**src/rtl/pxs_defs.vh**
```
// pxs_defs.vh: register map, field positions, reset values, timing counts
// assumes a 50 MHz mclk and byte-wide register access from a serial slave
`ifndef PXS_DEFS_VH
`define PXS_DEFS_VH

// register offsets
`define PXS_ADDR_MODE_CTRL 8'h00
`define PXS_ADDR_SENS_CFG 8'h01
`define PXS_ADDR_RES_LO 8'h02
`define PXS_ADDR_RES_HI 8'h03
`define PXS_ADDR_LT_LO 8'h04
`define PXS_ADDR_LT_HI 8'h05
`define PXS_ADDR_UT_LO 8'h06
`define PXS_ADDR_UT_HI 8'h07

// mode_and_alarm_control fields
`define PXS_OPM_HI 7
`define PXS_OPM_LO 5
`define PXS_FLAG_BIT 2
`define PXS_PRST_HI 1
`define PXS_PRST_LO 0

// sensing_config fields
`define PXS_SCHEME_BIT 7
`define PXS_MODSEL_BIT 6
`define PXS_ISEL_HI 5
`define PXS_ISEL_LO 4
`define PXS_RES_HI 3
`define PXS_RES_LO 2
`define PXS_FSR_HI 1
`define PXS_FSR_LO 0

// reset values
`define PXS_RST_MODE_CTRL 8'h00
`define PXS_RST_SENS_CFG 8'h00
`define PXS_RST_RESULT 16'h0000
`define PXS_RST_LT 8'h00
`define PXS_RST_UT 8'hFF

// operating mode codes
`define PXS_OPM_DOWN 3'h0
`define PXS_OPM_IR_ONCE 3'h2
`define PXS_OPM_PX_ONCE 3'h3
`define PXS_OPM_IR_CONT 3'h6
`define PXS_OPM_PX_CONT 3'h7

// timing
`define PXS_CLK_EMITTER_MODULATION_SELECT_KHZ 50000
`define PXS_OSC_EMITTER_MODULATION_SELECT_KHZ 725
`define PXS_MOD_EMITTER_MODULATION_SELECT_KHZ 360
`define PXS_OSC_DIV (`PXS_CLK_EMITTER_MODULATION_SELECT_KHZ / `PXS_OSC_EMITTER_MODULATION_SELECT_KHZ)
`define PXS_MOD_HALF_CYC (`PXS_CLK_EMITTER_MODULATION_SELECT_KHZ / (2 * `PXS_MOD_EMITTER_MODULATION_SELECT_KHZ))

`endif

```
**src/rtl/pxs_emit_drv.v**
```verilog
// pxs_emit_drv: emitter driver switch, steady or 360 kHz square wave
// assumes mclk at 50 MHz; enable comes from the conversion sequencer
`timescale 1ns/1ps
`include "pxs_defs.vh"

module pxs_emit_drv (
  input wire mclk,
  input wire sys_rst,
  input wire drive_en,
  input wire modulate,
  output wire emitter_drive_pin
);

localparam integer HALF_CYC_N = `PXS_MOD_HALF_CYC;
localparam [6:0] HALF_CYC = HALF_CYC_N[6:0];

reg [6:0] div_ff;
reg phase_ff;
reg pin_ff;

////////////////////////////////////////////////////////////////////////////
// half-period divider, restarts with each enable so every burst starts high
always @(posedge mclk) begin
  if (sys_rst || !drive_en) begin
    div_ff <= 7'h00;
    phase_ff <= 1'b1;
  end else if (div_ff == HALF_CYC - 7'h01) begin
    div_ff <= 7'h00;
    phase_ff <= ~phase_ff;
  end else begin
    div_ff <= div_ff + 7'h01;
  end
end

always @(posedge mclk) begin
  if (sys_rst) begin
    pin_ff <= 1'b0;
  end else begin
    pin_ff <= drive_en & (modulate ? phase_ff : 1'b1); // RQ3
  end
end

assign emitter_drive_pin = pin_ff;

endmodule // pxs_emit_drv

```
**src/rtl/pxs_persist.v**
```verilog
// pxs_persist: threshold window check and consecutive-out counter
// assumes conv_done is one cycle wide and result is valid with it
`timescale 1ns/1ps
`include "pxs_defs.vh"

module pxs_persist (
  input wire mclk,
  input wire sys_rst,
  input wire restart,
  input wire conv_done,
  input wire [15:0] result,
  input wire [15:0] lower_threshold_bits,
  input wire [15:0] upper_threshold_bits,
  input wire [1:0] persist_sel,
  output wire hit
);

reg [4:0] cnt_ff;
reg hit_ff;
reg [4:0] need;
wire outside;

////////////////////////////////////////////////////////////////////////////
// strict compare, both edges of the window count as inside
assign outside = (result < lower_threshold_bits) || (result > upper_threshold_bits); // RQ18

always @* begin
  case (persist_sel) // RQ14
    2'h0: need = 5'h01;
    2'h1: need = 5'h04;
    2'h2: need = 5'h08;
    default: need = 5'h10;
  endcase
end

// counter saturates at the target so a long excursion keeps hitting
always @(posedge mclk) begin
  if (sys_rst || restart) begin
    cnt_ff <= 5'h00; // RQ17
    hit_ff <= 1'b0;
  end else if (conv_done) begin
    if (!outside) begin
      cnt_ff <= 5'h00;
      hit_ff <= 1'b0;
    end else if (cnt_ff + 5'h01 >= need) begin
      cnt_ff <= need;
      hit_ff <= 1'b1; // RQ14
    end else begin
      cnt_ff <= cnt_ff + 5'h01;
      hit_ff <= 1'b0;
    end
  end else begin
    hit_ff <= 1'b0;
  end
end

assign hit = hit_ff;

endmodule // pxs_persist

```
**src/rtl/pxs_core.v**
```verilog
// pxs_core: configuration, result and threshold registers of the sensor
// assumes a serial slave delivers byte reads and writes on the reg_* port,
// and an analog front end reports its counts at the end of integration.
//
// Contract
// RQ1 - scheme bit 1 gives ambient-subtracted signed proximity, one bit narrower
// RQ2 - signed proximity count clamps to plus/minus two to the n-1; code stops the top at 2^(n-1)-1 and reads values below -2^(n-1) as zero
// RQ3 - modulation bit: 0 steady emitter drive, 1 square wave at 360 kHz
// RQ4 - two-bit current field selects 12.5, 25, 50 or 100 mA drive
// RQ5 - resolution field: 16/12/8/4 bits with matching oscillator cycle counts
// RQ6 - integration lasts two to the n oscillator cycles
// RQ7 - range field codes 00 to 11 select ranges one to four
// RQ8 - result bytes at 02 and 03 are read-only, writes ignored
// RQ9 - result is right-aligned at bit zero, width follows resolution
// RQ10 - both result bytes refresh at the end of every conversion
// RQ11 - lower threshold at 04/05, resets to 00
// RQ12 - upper threshold at 06/07, resets to FF
// RQ13 - internal oscillator nominally 725 kHz, sets conversion timing
// RQ14 - alarm raised after m consecutive out-of-window conversions, m 1/4/8/16
// RQ15 - alarm pin low and flag set until host transfers to mode register
// RQ16 - three-bit mode: down, infrared/proximity, once or continuous
// RQ17 - persistence counter clears whenever the operating mode changes
// RQ18 - out of window means strictly below lower or above upper
`timescale 1ns/1ps
`include "pxs_defs.vh"

module pxs_core (
  input wire mclk,
  input wire sys_rst,
  input wire [7:0] reg_addr,
  input wire [7:0] reg_wdata,
  input wire reg_wr,
  input wire reg_rd,
  output wire [7:0] reg_rdata,
  output wire reg_rvalid,
  input wire [15:0] afe_total,
  input wire [15:0] afe_ambient,
  output wire integ_active,
  output wire prox_phase,
  output wire conv_done,
  output wire emitter_drive_pin,
  output wire emitter_current_sel_hi,
  output wire emitter_current_sel_lo,
  output wire fullscale_sel_hi,
  output wire fullscale_sel_lo,
  output wire alarm_pin_o,
  output wire alarm_pin_oe,
  output wire alarm_flag
);

////////////////////////////////////////////////////////////////////////////
// declarations

localparam [1:0] ST_IDLE = 2'h0;
localparam [1:0] ST_INTEG = 2'h1;
localparam [1:0] ST_DONE = 2'h2;

localparam integer OSC_DIV_N = `PXS_OSC_DIV;
localparam [6:0] OSC_DIV = OSC_DIV_N[6:0];
reg [7:0] mode_ctrl_ff;
reg [7:0] sens_cfg_ff;
reg [15:0] result_ff;
reg [7:0] lt_lo_ff;
reg [7:0] lt_hi_ff;
reg [7:0] ut_lo_ff;
reg [7:0] ut_hi_ff;
reg flag_ff;
reg alarm_oe_ff;
reg alarm_o_ff;
reg [7:0] rdata_ff;
reg rvalid_ff;
reg [1:0] state_ff;
reg [1:0] nxt_state;
reg [6:0] osc_div_ff;
reg osc_tick_ff;
reg [16:0] tick_cnt_ff;
reg integ_ff;
reg prox_ff;
reg done_ff;
reg start_ff;
reg mode_chg_ff;
reg [7:0] nxt_rdata;
reg [15:0] full_mask;
reg [15:0] conv_value;

wire wr_mode;
wire [2:0] opm;
wire [2:0] new_opm;
wire run_mode;
wire cont_mode;
wire prox_mode;
wire [16:0] last_tick;
wire [16:0] diff;
wire [16:0] pos_lim;
wire [16:0] neg_lim;
wire [15:0] half_mask;
wire persist_hit;
wire nxt_flag;
wire end_integ;

////////////////////////////////////////////////////////////////////////////
// mode decode

assign opm = mode_ctrl_ff[`PXS_OPM_HI:`PXS_OPM_LO];
assign new_opm = reg_wdata[`PXS_OPM_HI:`PXS_OPM_LO];
assign wr_mode = reg_wr && (reg_addr == `PXS_ADDR_MODE_CTRL);
// reserved codes 001, 100, 101 have bit 1 clear and behave as power-down
assign run_mode = opm[1]; // RQ16
assign cont_mode = opm[2]; // RQ16
assign prox_mode = opm[0]; // RQ16

////////////////////////////////////////////////////////////////////////////
// register writes

always @(posedge mclk) begin
  if (sys_rst) begin
    mode_ctrl_ff <= `PXS_RST_MODE_CTRL;
    sens_cfg_ff <= `PXS_RST_SENS_CFG;
    lt_lo_ff <= `PXS_RST_LT; // RQ11
    lt_hi_ff <= `PXS_RST_LT; // RQ11
    ut_lo_ff <= `PXS_RST_UT; // RQ12
    ut_hi_ff <= `PXS_RST_UT; // RQ12
  end else if (reg_wr) begin
    // result bytes have no write path at all
    case (reg_addr) // RQ8
      `PXS_ADDR_MODE_CTRL: begin
        // flag bit is status only, bits 4:3 stay zero
        mode_ctrl_ff <= {new_opm, 3'h0, reg_wdata[`PXS_PRST_HI:`PXS_PRST_LO]};
      end
      `PXS_ADDR_SENS_CFG: sens_cfg_ff <= reg_wdata;
      `PXS_ADDR_LT_LO: lt_lo_ff <= reg_wdata; // RQ11
      `PXS_ADDR_LT_HI: lt_hi_ff <= reg_wdata; // RQ11
      `PXS_ADDR_UT_LO: ut_lo_ff <= reg_wdata; // RQ12
      `PXS_ADDR_UT_HI: ut_hi_ff <= reg_wdata; // RQ12
      default: begin
      end
    endcase
  end
end

// a mode-register write with a running code starts a fresh run from idle or done, an ongoing integration keeps its tick count; a changed code also
// restarts persistence, thresholds are software's to reload
always @(posedge mclk) begin
  if (sys_rst) begin
    start_ff <= 1'b0;
    mode_chg_ff <= 1'b0;
  end else begin
    start_ff <= wr_mode;
    mode_chg_ff <= wr_mode && (new_opm != opm); // RQ17
  end
end

////////////////////////////////////////////////////////////////////////////
// internal oscillator tick, a divided mclk standing in for the resistor-set
// oscillator; a different resistor means a different OSC_DIV

always @(posedge mclk) begin
  if (sys_rst || osc_div_ff == OSC_DIV - 7'h01) begin
    osc_div_ff <= 7'h00;
  end else begin
    osc_div_ff <= osc_div_ff + 7'h01;
  end
end

always @(posedge mclk) begin
  if (sys_rst) begin
    osc_tick_ff <= 1'b0;
  end else begin
    osc_tick_ff <= (osc_div_ff == OSC_DIV - 7'h01); // RQ13
  end
end

////////////////////////////////////////////////////////////////////////////
// resolution decode

always @* begin
  case (sens_cfg_ff[`PXS_RES_HI:`PXS_RES_LO]) // RQ5
    2'h0: full_mask = 16'hFFFF;
    2'h1: full_mask = 16'h0FFF;
    2'h2: full_mask = 16'h00FF;
    default: full_mask = 16'h000F;
  endcase
end

// 2^n - 1 ticks counted from zero gives 2^n oscillator cycles
assign last_tick = {1'b0, full_mask}; // RQ6
assign end_integ = osc_tick_ff && (tick_cnt_ff == last_tick); // RQ6

////////////////////////////////////////////////////////////////////////////
// conversion sequencer

always @* begin
  nxt_state = state_ff;
  case (state_ff)
    ST_IDLE: begin
      if (start_ff && run_mode) begin
        nxt_state = ST_INTEG;
      end
    end
    ST_INTEG: begin
      if (end_integ) begin
        nxt_state = ST_DONE;
      end
    end
    ST_DONE: begin
      // once modes drop back to idle, the result stays readable
      nxt_state = (run_mode && cont_mode) ? ST_INTEG : ST_IDLE; // RQ16
    end
    default: nxt_state = ST_IDLE;
  endcase
  if (start_ff && !run_mode) begin
    nxt_state = ST_IDLE; // RQ16
  end else if (start_ff) begin
    nxt_state = ST_INTEG;
  end
end

always @(posedge mclk) begin
  if (sys_rst) begin
    state_ff <= ST_IDLE;
  end else begin
    state_ff <= nxt_state;
  end
end

always @(posedge mclk) begin
  if (sys_rst || nxt_state != ST_INTEG || state_ff != ST_INTEG) begin
    tick_cnt_ff <= 17'h00000;
  end else if (osc_tick_ff) begin
    tick_cnt_ff <= tick_cnt_ff + 17'h00001; // RQ6
  end
end

always @(posedge mclk) begin
  if (sys_rst) begin
    integ_ff <= 1'b0;
    prox_ff <= 1'b0;
    done_ff <= 1'b0;
  end else begin
    integ_ff <= (nxt_state == ST_INTEG);
    prox_ff <= (nxt_state == ST_INTEG) && prox_mode; // RQ3
    done_ff <= (state_ff == ST_INTEG) && (nxt_state == ST_DONE);
  end
end

////////////////////////////////////////////////////////////////////////////
// result formatting

assign half_mask = {1'b0, full_mask[15:1]};
assign diff = {1'b0, afe_total} - {1'b0, afe_ambient}; // RQ1
assign pos_lim = {1'b0, half_mask}; // RQ2
assign neg_lim = ~{1'b0, half_mask}; // RQ2

always @* begin
  conv_value = afe_total;
  if (prox_mode && sens_cfg_ff[`PXS_SCHEME_BIT]) begin
    // signed n-1 bit count; the top code saturates one short of +2^(n-1)
    if ($signed(diff) > $signed(pos_lim)) begin
      conv_value = half_mask; // RQ2
    end else if ($signed(diff) < $signed(neg_lim)) begin
      conv_value = neg_lim[15:0] & half_mask; // RQ2
    end else begin
      conv_value = diff[15:0] & half_mask; // RQ1
    end
  end else if (afe_total > full_mask) begin
    // reserved scheme 0 and infrared modes give an unsigned n-bit count
    conv_value = full_mask; // RQ9
  end else begin
    conv_value = afe_total & full_mask; // RQ9
  end
end

always @(posedge mclk) begin
  if (sys_rst) begin
    result_ff <= `PXS_RST_RESULT;
  end else if (state_ff == ST_INTEG && end_integ) begin
    result_ff <= conv_value; // RQ10
  end
end

////////////////////////////////////////////////////////////////////////////
// interrupt persistence and alarm

pxs_persist u_persist (
  .mclk(mclk),
  .sys_rst(sys_rst),
  .restart(mode_chg_ff),
  .conv_done(done_ff),
  .result(result_ff),
  .lower_threshold_bits({lt_hi_ff, lt_lo_ff}),
  .upper_threshold_bits({ut_hi_ff, ut_lo_ff}),
  .persist_sel(mode_ctrl_ff[`PXS_PRST_HI:`PXS_PRST_LO]),
  .hit(persist_hit)
);

// a hit in the same cycle as the clearing transfer keeps the flag set
assign nxt_flag = persist_hit | (flag_ff & ~wr_mode); // RQ15

always @(posedge mclk) begin
  if (sys_rst) begin
    flag_ff <= 1'b0;
    alarm_oe_ff <= 1'b0;
    alarm_o_ff <= 1'b0;
  end else begin
    flag_ff <= nxt_flag; // RQ15
    alarm_oe_ff <= nxt_flag; // RQ15
    alarm_o_ff <= 1'b0;
  end
end

////////////////////////////////////////////////////////////////////////////
// register reads

always @* begin
  case (reg_addr)
    `PXS_ADDR_MODE_CTRL: begin
      nxt_rdata = {opm, 2'h0, flag_ff, mode_ctrl_ff[`PXS_PRST_HI:`PXS_PRST_LO]};
    end
    `PXS_ADDR_SENS_CFG: nxt_rdata = sens_cfg_ff;
    `PXS_ADDR_RES_LO: nxt_rdata = result_ff[7:0]; // RQ8
    `PXS_ADDR_RES_HI: nxt_rdata = result_ff[15:8]; // RQ8
    `PXS_ADDR_LT_LO: nxt_rdata = lt_lo_ff;
    `PXS_ADDR_LT_HI: nxt_rdata = lt_hi_ff;
    `PXS_ADDR_UT_LO: nxt_rdata = ut_lo_ff;
    `PXS_ADDR_UT_HI: nxt_rdata = ut_hi_ff;
    default: nxt_rdata = 8'h00;
  endcase
end

always @(posedge mclk) begin
  if (sys_rst) begin
    rdata_ff <= 8'h00;
    rvalid_ff <= 1'b0;
  end else begin
    rvalid_ff <= reg_rd;
    if (reg_rd) begin
      rdata_ff <= nxt_rdata;
    end
  end
end

////////////////////////////////////////////////////////////////////////////
// emitter driver

pxs_emit_drv u_emit (
  .mclk(mclk),
  .sys_rst(sys_rst),
  .drive_en(prox_ff),
  .modulate(sens_cfg_ff[`PXS_MODSEL_BIT]),
  .emitter_drive_pin(emitter_drive_pin)
);

////////////////////////////////////////////////////////////////////////////
// outputs; current level and range are analog settings taken from flops

assign reg_rdata = rdata_ff;
assign reg_rvalid = rvalid_ff;
assign integ_active = integ_ff;
assign prox_phase = prox_ff;
assign conv_done = done_ff;
assign emitter_current_sel_hi = sens_cfg_ff[`PXS_ISEL_HI]; // RQ4
assign emitter_current_sel_lo = sens_cfg_ff[`PXS_ISEL_LO]; // RQ4
assign fullscale_sel_hi = sens_cfg_ff[`PXS_FSR_HI]; // RQ7
assign fullscale_sel_lo = sens_cfg_ff[`PXS_FSR_LO]; // RQ7
assign alarm_pin_o = alarm_o_ff;
assign alarm_pin_oe = alarm_oe_ff;
assign alarm_flag = flag_ff;

endmodule // pxs_core

```
**config.mk**
```make
export PLATFORM = sky130hd
export DESIGN_NAME = pxs_core
export DESIGN_NICKNAME = d
export VERILOG_FILES = /design/src/rtl/pxs_emit_drv.v /design/src/rtl/pxs_persist.v /design/src/rtl/pxs_core.v
export VERILOG_INCLUDE_DIRS = /design/src /design/src/rtl
export SDC_FILE = /design/constraint.sdc
export NUM_CORES = 1
export LEC_CHECK = 0
export BUFFER_PORTS_ARGS = -buffer_cell sky130_fd_sc_hd__buf_2
export CAP_MARGIN = 5
export CELL_PAD_IN_SITES_DETAIL_PLACEMENT = 0
export CELL_PAD_IN_SITES_GLOBAL_PLACEMENT = 1
export CORE_MARGIN = 1
export CORE_UTILIZATION = 42
export CTS_BUF_LIST = sky130_fd_sc_hd__clkbuf_4 sky130_fd_sc_hd__clkbuf_8
export CTS_CLUSTER_SIZE = 30
export DETAILED_ROUTE_END_ITERATION = 7
export PLACE_DENSITY = 0.87
export SETUP_SLACK_MARGIN = 0.4
export SYNTH_ARGS = -nofsm -noshare
export SYNTH_HDL_FRONTEND = slang
export SYNTH_SLANG_ARGS = --single-unit
```
**constraint.sdc**
```tcl
create_clock -name mclk -period 4.5 [get_ports mclk]
set_clock_uncertainty 0.2 [all_clocks]
set_input_delay 0.45 -clock mclk [delete_from_list [all_inputs] [get_ports mclk]]
set_output_delay 0.45 -clock mclk [all_outputs]
set_load 0.02 [all_outputs]
```
* Yosys cells after proc, flatten, opt, wreduce, memory -nomap -nowiden
Index checks and enable logic that the tools add are counted.
Word-level totals: output and inout port bits 20, ROM bits 0, input bits 52, RAM bits 0, memories kept 0, flip-flop bits (word level) 118, logic and storage cells 114, bits in latches 0
Cells by class: reductions and logical operators 30, div/mod/pow operators 0, eq/ne operators 21, $mul 0, shift operators 0, $add $sub $neg 5, multiplexer cells 17, bitwise logic cells 11, magnitude comparators 6
Operator list (count):
- $mux W16 | 4
- $pmux W8 S8 | 1
- $pmux W16 S3 | 1
- $and A16 B15 Y16 | 2
- $eq A8 B3 Y1 const B | 4
- $gt A16 B16 Y1 | 2
- $add A17 B1 Y17 const B | 1
- $eq A17 B16 Y1 | 1
- $gt A17 B16 Y1 | 1
- $lt A17 B17 Y1 | 1
- $not A15 Y17 | 1
- $sub A16 B16 Y17 | 1
- $and A16 B16 Y16 | 1
- $eq A8 B2 Y1 const B | 2
- $lt A16 B16 Y1 | 1
- $pmux W5 S3 | 1
- $add A7 B1 Y7 const B | 2
- $eq A7 B7 Y1 const B | 2
- $reduce_and A2 Y1 | 6
- $logic_and A1 B1 Y1 | 10
- $mux W5 | 2
- $eq A2 B1 Y1 const B | 4
- $eq A2 B2 Y1 const B | 4
- $eq A8 B1 Y1 const B | 1
- 16 further kinds | 34

* Logic depth before layout (Yosys ltp)
Gate-level depths: netlist of run 1.
depth after elaboration 11, gate-level depth with buffers 20, gate-level depth less buffers 19

* Modules after synthesis
Synthesis of run 1 repeated with hierarchy kept, for this count alone.
Unflattened totals: cells, all modules 989, area, all modules 7877.6 sq um
By module, submodules not included:
- pxs_core | area each 6302.3 sq um, instances 1, cells an instance 793, seq. area each 2062.0 sq um
- pxs_persist | area each 1194.9 sq um, instances 1, cells an instance 153, seq. area each 120.1 sq um
- pxs_emit_drv | area each 380.4 sq um, instances 1, cells an instance 43, seq. area each 180.2 sq um

* Least setup slack after synthesis of run 1
OpenSTA, ideal clock, no wires.
path type input to register, start point input port afe_total[0], end point register result_ff[7], stages 20, setup slack -0.073 ns, library setup time 0.058 ns, buffers on the path 1, arrival 4.315 ns, required time 4.242 ns, cells stage by stage inv_1 > ha_1 > inv_1 > fa_1 > a21oi_1 > o211ai_1 > a211oi_1 > o21ai_0 > o211ai_1 > xnor2_1 > ha_1 > or4_1 > a2111oi_2 > o41ai_1 > and3b_1 > o2111ai_2 > and2_1 > buf_6 > a21bo_1 > a31o_2
On the way: longest elaborated chain between the ends 5, elaborated cells between the ends (all ways) 9, classes of those cells add/sub: 1; order compare: 3; mux: 4; bitwise: 1
Ends and longest elaborated chain:
- from (decl) | RTL line pxs_core.v:36 | input wire [15:0] afe_total,
- $sub A16 B16 Y17 | RTL line pxs_core.v:250 | assign diff = {1'b0, afe_total} - {1'b0, afe_ambient};
- $lt A17 B17 Y1 / $and A16 B15 Y16 (equally long branches) | RTL line pxs_core.v:260, pxs_core.v:263
- $mux W16 | RTL line pxs_core.v:260 | end else if ($signed(diff) < $signed(neg_lim)) begin
- $mux W16 | RTL line pxs_core.v:258 | if ($signed(diff) > $signed(pos_lim)) begin
- $mux W16 * | RTL line pxs_core.v:256 | if (prox_mode && sens_cfg_ff[`PXS_SCHEME_BIT]) begin
- to (signal assigned) | RTL line pxs_core.v:275 | result_ff <= `PXS_RST_RESULT;
- to (signal assigned) | RTL line pxs_core.v:277 | result_ff <= conv_value;
- to (decl) | RTL line pxs_core.v:62 | reg [15:0] result_ff;
Mark *: on every way between the ends. The rest lies on a longest branch, timed or not. A chain may end at the register's enable or synchronous reset.

* Worst setup path after layout of run 1
start point input port afe_total[0], end point register result_ff[5]
Same word-level chain as after synthesis.

==> metrics, run 1 <==
outcome=complete, no violations; Post-Syn Area=7940 um2; post-synthesis cell type count=76; fin. max-slew vios=0; CP Data Required Time=between 4 and 5 ns; CP Cell Sequence=buf_12 > inv_12 > ha_4 > inv_2 > fa_2 > a21oi_2 > o211ai_1 > a211oi_2 > o21ai_1 > xor2_1 > ha_1 > or4_4 > a2111oi_4 > o41ai_2 > and3b_1 > o2111ai_2 > nand2_2 > o31ai_2 > o21ba_2; #FFs+latches synth=118; Longest Clk Path Bufs=2; total power draw=~2.5 mW; DIE HEIGHT=139 um; via density per instance=~5.6; Max Cap Viol=0; Rows=49; post-synthesis mux area share=1.04%; Final setup viols=0; startpoint types=primary input; largest net degree at the start of global routing=44; gpl congestion=between 0.8 and 0.9; first-pass GRT wire length=approximately 35000 um; Power Density=roughly 280 nW/um2; CP Buf/Inv Count=3; post-synthesis compound-gate area fraction=21.3%; adder-cell share of the synthesized area=16.6%; cts bufs inserted=17; GRT overflow=0; CTS tree=done; IO Pins=about 70; Synth top area share=between 20 and 30%; final hold violation count=0; most common library cells after synthesis=dfxtp_1 (118), ha_1 (104), nand2_1 (95); Worst path top cell family by delay=compound AO/OA/AOI/OAI gates; XOR/XNOR share of the synthesized area=under 10%; Die Width=~140 um; drt total wl=21300 um; CP Capture Type=register; Peak VDD IR=0.000135 V; clk_lat worst skew=0.44 ns; Arr. time, crit path=4.16 ns; initial antenna violation count=0; DR pass1 iterations=5; setup TNS after final layout=0 ns; Final ANT Viol Nets=0; I/O Buffers=70; clock slew at reported path FFs=0.07 ns; post-layout util=50.1%; Final Cell Area=9160 um2; Crit path largest cell delay=0.50 ns; initial core utilization=43.5%; dominant synthesized flop cell=dfxtp_1; Mapped Cells=975; number of synthesized flops with an enable pin=0; Mean Syn Cell Area=8.14 um2; critical path class=in2reg; drt initial violations=494; RSZ-0062 raised after global routing=true; Final nets=1213; Setup WS pre-CTS=-0.120 ns; Tcrit/Tclk final=88.2%; Syn-to-layout area delta=15.3%; H-Tree Depth=4; total number of vias=7261; post-route insts no fill=1298; share of layout cells above drive strength 1=15.9%; Detail Placement HPWL=around 16000 um; Period minus WS final=between 3 and 4 ns; largest family of logic cells by synthesized area=compound AO/OA/AOI/OAI gates; DRC viols=0; fmax=0.252 GHz; P_leak=4.02 nW; area post-placement=between 8000 and 9000 um2; Worst-Margin Slew=0.854 ns; final worst slack=0.529 ns; worst hold path class=in2reg; vias in the first global route=6852; Placed Cells=1261; CTS Root Cell=clkbuf_8; cell taking the most area after synthesis=dfxtp_1; Overall Global Routing Usage=22.4%; core area=18300 um2; Ys Warns=0; drt wl/cell=16.4 um; simple-gate share of the synthesized area=20.9%; slowest CP cell=or4_4; hold slack=0.112 ns; Slew HR=43.0%; most common cell in the netlist=dfxtp_1; Net Count, Synth=1132; register area share after synthesis=29.8%; antenna diode count=0; clock sink total=118; FILL cells=1791; Synth area leaders=dfxtp_1 (30%), ha_1 (16%), a21oi_1 (5.1%); Post-synth ARST share=0%; die area=19500 um2; crit-path max FO=4
[kinds of logic after synthesis]
group | Yosys count
buf+inv | 105
mux | 8
other cells | 1
fa+ha+maj | 105
flops | 118
compound gates | 252
simple gates | 341
xor+xnor | 45
[power by group]
part	internal, mW	switching [mW]
Sequential	1.05	0.00363
Clock	0.606	0.462
Combinational	0.179	0.242
Total	1.83	0.708
[state kept, by name (all words and copies together) (netlist names), 2 cells and up]
register / cells
ut_hi_ff: 8
mode_ctrl_ff: 5
osc_div_ff: 7
sens_cfg_ff: 8
lt_hi_ff: 8
result_ff: 16
u_persist.cnt_ff: 5
ut_lo_ff: 8
state_ff: 2
reg_rdata: 8
u_emit.div_ff: 7
lt_lo_ff: 8
tick_cnt_ff: 17
[final timing paths]
check / startpoint / to / slack (ns) / cells past startpoint
worst min register to register: u_persist.hit / alarm_pin_oe / 0.25 / 2
worst max register to register: sens_cfg_ff[2] / result_ff[9] / 0.71 / 10
worst max-delay path: afe_total[0] / result_ff[5] / 0.53 / 19
worst min-delay path: reg_wdata[3] / lt_lo_ff[3] / 0.11 / 3
[worst reg2reg max path: stages (launching register included)]
cell and delay, ns:
dfxtp_1 0.34, nand2_1 0.20, ha_1 0.39, or4bb_1 0.51, nor4_1 0.55, a22oi_1 0.21, o21ai_2 0.35, mux2_2 0.45
a211o_1 0.31, o211ai_1 0.11, a21oi_1 0.06
[area by class of cell]
type / instances / area, um2 / area share (%)
Sequential cell: 118 / 2360 / 25.8
Clock inverter: 15 / 201 / 2.20
Clock buffer: 17 / 234 / 2.56
Tap cell: 229 / 287 / 3.13
Multi-Input combinational cell: 752 / 5230 / 57.1
Inverter: 70 / 275 / 3.01
Timing Repair Buffer: 97 / 569 / 6.22
[routing by layer]
metal	part of all wire, %	vias up	global-route usage (%)
met5	0	-	0
met2	46	207	38.0
li1	-	3636	-
met3	4.5	27	3.34
met1	47	3391	28.7
met4	1.8	0	8.19
[placed cells by master (no fill, tap or decap), drive strengths merged, types with 6 or more instances in the layout]
master and count:
a211o 8, a211oi 10, a21boi 11, a21o 13, a21oi 81, a221oi 11, a22o 8, a22oi 13
a31oi 8, and3 9, and4 6, buf 97, clkbuf 17, dfxtp 118, ha 104, inv 73
mux2i 6, nand2 96, nand2b 14, nand3 69, nand4 8, nor2 90, nor2b 6, nor3 11
nor4 6, o211ai 18, o21a 8, o21ai 30, xnor2 25, xor2 20
[what timing repair did]
action,in CTS,in global routing
buffers inserted,1,3
hold buffers,0,0
gates cloned,0,1
endpoints found under the setup margin,12,15
resized for setup,6,14
hold endpoints to repair,0,0
pin swaps,2,14
(Power assumes the default switching activity.)
==> run 2, diff against run 1 <==
- CELL_PAD_IN_SITES_DETAIL_PLACEMENT: 0 -> not set
- CELL_PAD_IN_SITES_GLOBAL_PLACEMENT: 1 -> not set
- CORE_UTILIZATION: 42 -> 30
- PLACE_DENSITY: 0.87 -> 0.54
- clock period: 4.5 -> 4.4 ns (I/O delays scaled with it)
==> run 2 against run 1 <==
  * Core utilization decreased by 14 points
  * Register-to-register slack about the same
  * First-iteration DRC count decreased by 3.8%
  * Critical path type unchanged
==> metrics, run 2 (synthesis results as in run 1) <==
Hold EP=mode_ctrl_ff[6]; clock sink total=118; CP Data Required Time=4.60 ns; largest reg by FF count=tick_cnt_ff; gpl congestion=0.868; IO Pins=72; clock network fraction of total power=between 30% and 40%; clk_lat worst skew=0.45 ns; Rows=59; I/O Buffers=70; Syn-to-layout area delta=17.9%; die area=between 20000 and 30000 um2; r2r endpoint=result_ff[9]; initial antenna violation count=0; R2R Setup Slk=0.71 ns; final hold violation count=0; GRT overflow=0; RSZ-0062 raised after global routing=true; share of layout cells above drive strength 1=about 17%; Comb pwr share=18.4%; Final nets=1227; Overall Global Routing Usage=17.2%; core area=26000 um2; Max Cap Viol=0; sequential share of power=42.5%; Arr. time, crit path=between 4 and 5 ns; r2r worst-path depth=10; fin. max-slew vios=0; DRC viols=0; startpoint types=primary input; CTS Root Cell=clkbuf_8; H-Tree Depth=4; hold slack=0.119 ns; FILL cells=2786; drt initial violations=between 400 and 500; Slew HR=44.9%; Die Width=165 um; largest net degree at the start of global routing=44; vias in the first global route=6918; antenna diode count=0; drt total wl=22600 um; CTS tree=done; crit-path max FO=4; worst hold path class=in2reg; worst r2r src=sens_cfg_ff[2]; Longest Clk Path Bufs=2; most frequent cells in the layout=dfxtp_1 (118), ha_1 (103), nand2_1 (94); Period minus WS final=about 4 ns; first-pass GRT wire length=36200 um; HP Start=reg_wdata[6]; flip-flop count of the largest register after layout=17; clock slew at reported path FFs=approximately 0.080 ns; sw power=751 uW; fmax=0.250 GHz; cts bufs inserted=17; DR pass1 iterations=5; Power Density=270 nW/um2; drt wl/cell=16.0 um; total number of vias=7284; Final ANT Viol Nets=0; total power draw=2.53 mW; outcome=complete, no violations; Detail Placement HPWL=17300 um; Int Power=1.78 mW; DIE HEIGHT=165 um; initial core utilization=30.6%; P_leak=4.07 nW; commonest non-fill, non-tap cell in the layout=dfxtp_1; CP Capture Type=register; Hold Buf Count CTS=0; Switching Fraction=approximately 30%; via density per instance=5.14; biggest regs=tick_cnt_ff (17), result_ff (16); Final setup viols=0; Worst-Margin Slew=0.827 ns; Hold Crit Depth=3; Tcrit/Tclk final=91.0%; critical path class=in2reg; Peak VDD IR=0.000189 V
## run 2: metal layers
layer	GRT usage, %	routed length (um)
met5	0	0
met4	5.17	335
met3	2.64	1050
met1	23.4	11100
met2	27.7	10100
## run 2: worst max-delay path by stage
stage                            start      endpoint  slack [ns]  cells past startpoint
after floorplan           afe_total[0]  result_ff[7]        0.31                     19
after global placement    afe_total[0]  result_ff[8]       -0.16                     19
after detailed placement  afe_total[0]  result_ff[5]       -0.22                     19
after CTS                 afe_total[0]  result_ff[5]        0.37                     19
after global routing      afe_total[0]  result_ff[7]        0.20                     22
final                     afe_total[0]  result_ff[5]        0.40                     19
## run 2: stage by stage
| step | worst slack, ns | TNS, ns | utilization, % | cell area (um2) | cells |
|---|---|---|---|---|---|
| detailed placement | -0.216 | -2.07 | 34.0 | 8840 | 1379 |
| finish | 0.396 | 0 | 36.0 | 9360 | 1418 |
| global route | 0.196 | 0 | 36.0 | 9360 | 1418 |
| floorplan | 0.308 | 0 | - | 7980 | 975 |
| global placement | -0.159 | -1.67 | 34.0 | 8840 | 1379 |
| CTS | 0.371 | 0 | 35.8 | 9310 | 1416 |
## run 2: power groups by stage
stage	Clock [mW]	Sequential (mW)	Combinational [mW]
after floorplan	0	1.10	0.260
after global placement	0	1.10	0.424
after detailed placement	0	1.10	0.424
after CTS	1.01	1.07	0.443
after global routing	1.06	1.08	0.512
final	0.991	1.08	0.465
## run 2: cell type report
class | instances | area, um2 | area share (%)
multi-input cells | 752 | 5250 | 56.0
clock buffers | 17 | 234 | 2.50
clock inverters | 15 | 158 | 1.68
flip-flops and latches | 118 | 2360 | 25.2
well taps | 335 | 419 | 4.48
repair buffers | 111 | 671 | 7.16
inverters | 70 | 275 | 2.94
## run 2: critical path, stage by stage
cell,delay [ns]
buf_12,0.11
inv_12,0.04
ha_4,0.12
inv_2,0.04
fa_2,0.39
a21oi_2,0.17
o211ai_1,0.17
a211oi_2,0.29
o21ai_1,0.12
xor2_1,0.19
ha_1,0.32
or4_4,0.50
a2111oi_4,0.23
o41ai_2,0.14
and3b_1,0.19
o2111ai_2,0.22
nand2_2,0.12
o31ai_2,0.22
o21ba_2,0.17
## run 2: what timing repair did
item | in CTS | in global routing
buffers inserted | 5 | 1
pin swaps | 7 | 15
cloned | 0 | 1
endpoints found under the setup margin | 14 | 15
resized for setup | 11 | 17
==> run 3, diff against run 2 <==
- CORE_MARGIN: 1 -> not set
- clock period: 4.4 -> 4.8 ns (I/O delays scaled with it)
==> run 3 against run 2 <==
  * Setup slack improved by 0.12 ns
  * First-iteration DRC count rose by 0.84%
  * Via count fell by 0.95%
  * Largest power group unchanged
  * Count of clock-buffer cells in the layout rose by 5
  * Sequential share of layout area rose by 0.22 points
  * Hold slack improved by 0.043 ns
==> metrics, run 3 (synthesis results as in run 1) <==
clock slew at reported path FFs=0.08 ns; Final setup viols=0; commonest non-fill, non-tap cell in the layout=dfxtp_1; initial antenna violation count=0; I/O Buffers=70; via density per instance=5.14; DIE HEIGHT=between 150 and 200 um; antenna diode count=0; startpoint types=primary input; CTS tree=done; first-pass GRT wire length=around 36000 um; Tcrit/Tclk final=89.2%; Final nets=1214; flip-flop count of the largest register after layout=17; Final ANT Viol Nets=0; final hold violation count=0; Detail Placement HPWL=about 17000 um; Overall Global Routing Usage=17.1%; Power Density=approximately 250 nW/um2; FILL cells=between 2000 and 3000; setup TNS after final layout=0 ns; drt initial violations=479; Syn-to-layout area delta=16.9%; share of layout cells above drive strength 1=15.9%; Arr. time, crit path=4.43 ns; Critical Path Source=afe_total[0]; IO Pins=72; Worst path top cell family by delay=compound AO/OA/AOI/OAI gates; Longest Clk Path Bufs=2; clock sink total=118; H-Tree Depth=4; outcome=complete, no violations; CTS Root Cell=clkbuf_8; slowest CP cell=fa_2; biggest regs=tick_cnt_ff (17), result_ff (16); die area=27100 um2; CP Capture Type=register; largest net degree at the start of global routing=44; Slew HR=38.0%; DR pass1 iterations=7; fmax=between 0.2 and 0.25 GHz; Hold Buf Count CTS=0; CP Data Required Time=4.94 ns; drt wl/cell=16.2 um; Crit path largest cell delay=around 0.38 ns; GRT overflow=0; total number of vias=7215; HP Start=reg_wdata[2]; Worst-Margin Slew=between 0.9 and 1 ns; most numerous cell on the critical path=o211ai_1; core area=26000 um2; vias in the first global route=slightly below 7000; Peak VDD IR=0.000153 V; Rows=a little under 60; Max Cap Viol=0; CP Cell Sequence=buf_2 > inv_2 > ha_4 > inv_1 > fa_2 > a21oi_2 > o211ai_1 > a211oi_2 > o21ai_1 > o211ai_1 > xnor2_1 > ha_1 > buf_6 > a211oi_2 > o21ai_1 > a31oi_1 > a21boi_1 > o21a_1 > o211ai_1 > clkbuf_16 > a21bo_1 > a31o_2; most frequent cells in the layout=dfxtp_1 (118), ha_1 (103), nand2_1 (94); critical path class=in2reg; Period minus WS final=4.28 ns; largest reg by FF count=tick_cnt_ff; DRC viols=0; initial core utilization=30.6%; drt total wl=22800 um; post-layout util=between 30% and 40%; fin. max-slew vios=0; worst hold path class=in2reg; CP Buf/Inv Count=5; P_leak=4.02 nW; gpl congestion=approximately 0.9; crit-path max FO=6; worst r2r src=sens_cfg_ff[3]; cts bufs inserted=17; Die Width=165 um; hold slack=0.162 ns; RSZ-0062 raised after global routing=false; clk_lat worst skew=0.45 ns
## run 3: changes by cell type in the layout (fill, tap and decap cells not counted), sizes merged
cell,change
buf,-14
clkbuf,+6
clkinv,-8
clkinvlp,+3
## run 3: path summary, 6_finish.rpt
| kind | end | slack [ns] | depth (start not counted) |
|---|---|---|---|
| worst min register to register | alarm_pin_oe | 0.24 | 2 |
| worst max-delay path | result_ff[7] | 0.52 | 22 |
| worst min-delay path | lt_lo_ff[2] | 0.16 | 3 |
| worst max register to register | result_ff[7] | 1.31 | 13 |
## run 3: cell type report
cell class,count,area (um2),share of cell area [%]
clock buffers,22,303,3.26
clock inverters,10,119,1.28
inverters,70,263,2.83
multi-input cells,752,5230,56.4
flip-flops and latches,118,2360,25.4
well taps,335,419,4.51
repair buffers,98,586,6.31
## run 3: metal layers
layer	part of all wire [%]	track usage [%]
met2	45	27.4
met5	0	0
met3	4.4	2.66
met1	50	23.8
met4	0.97	4.46
## run 3: what timing repair did
item | 4_1_cts | 5_1_grt
endpoints found under the setup margin | 0 | 15
buffers inserted | 0 | 7
gates resized for setup | 0 | 20
## run 3: tightest hold or removal path, delay by kind of cell
family / cells / cell delay [ns]
buf+inv: 1 / 0.15
simple gates: 1 / 0.08
compound gates: 1 / 0.06
## run 3: report_power, final
group / internal [mW] / leakage (nW) / switching, mW
sequential: 0.982 / 0.952 / 0.00352
combinational: 0.173 / 2.87 / 0.230
clock: 0.531 / 0.196 / 0.430
total: 1.69 / 4.02 / 0.663
## run 3: metrics by stage
step           power, mW  cells  setup WS, ns  area [um2]
3_3_place_gp        1.37   1365        0.0203        8720
5_1_grt             2.46   1405         0.363        9280
4_1_cts             2.33   1397         0.457        9140
3_5_place_dp        1.37   1365       0.00712        8720
6_report            2.35   1405         0.517        9280
2_1_floorplan       1.25    975         0.403        7950
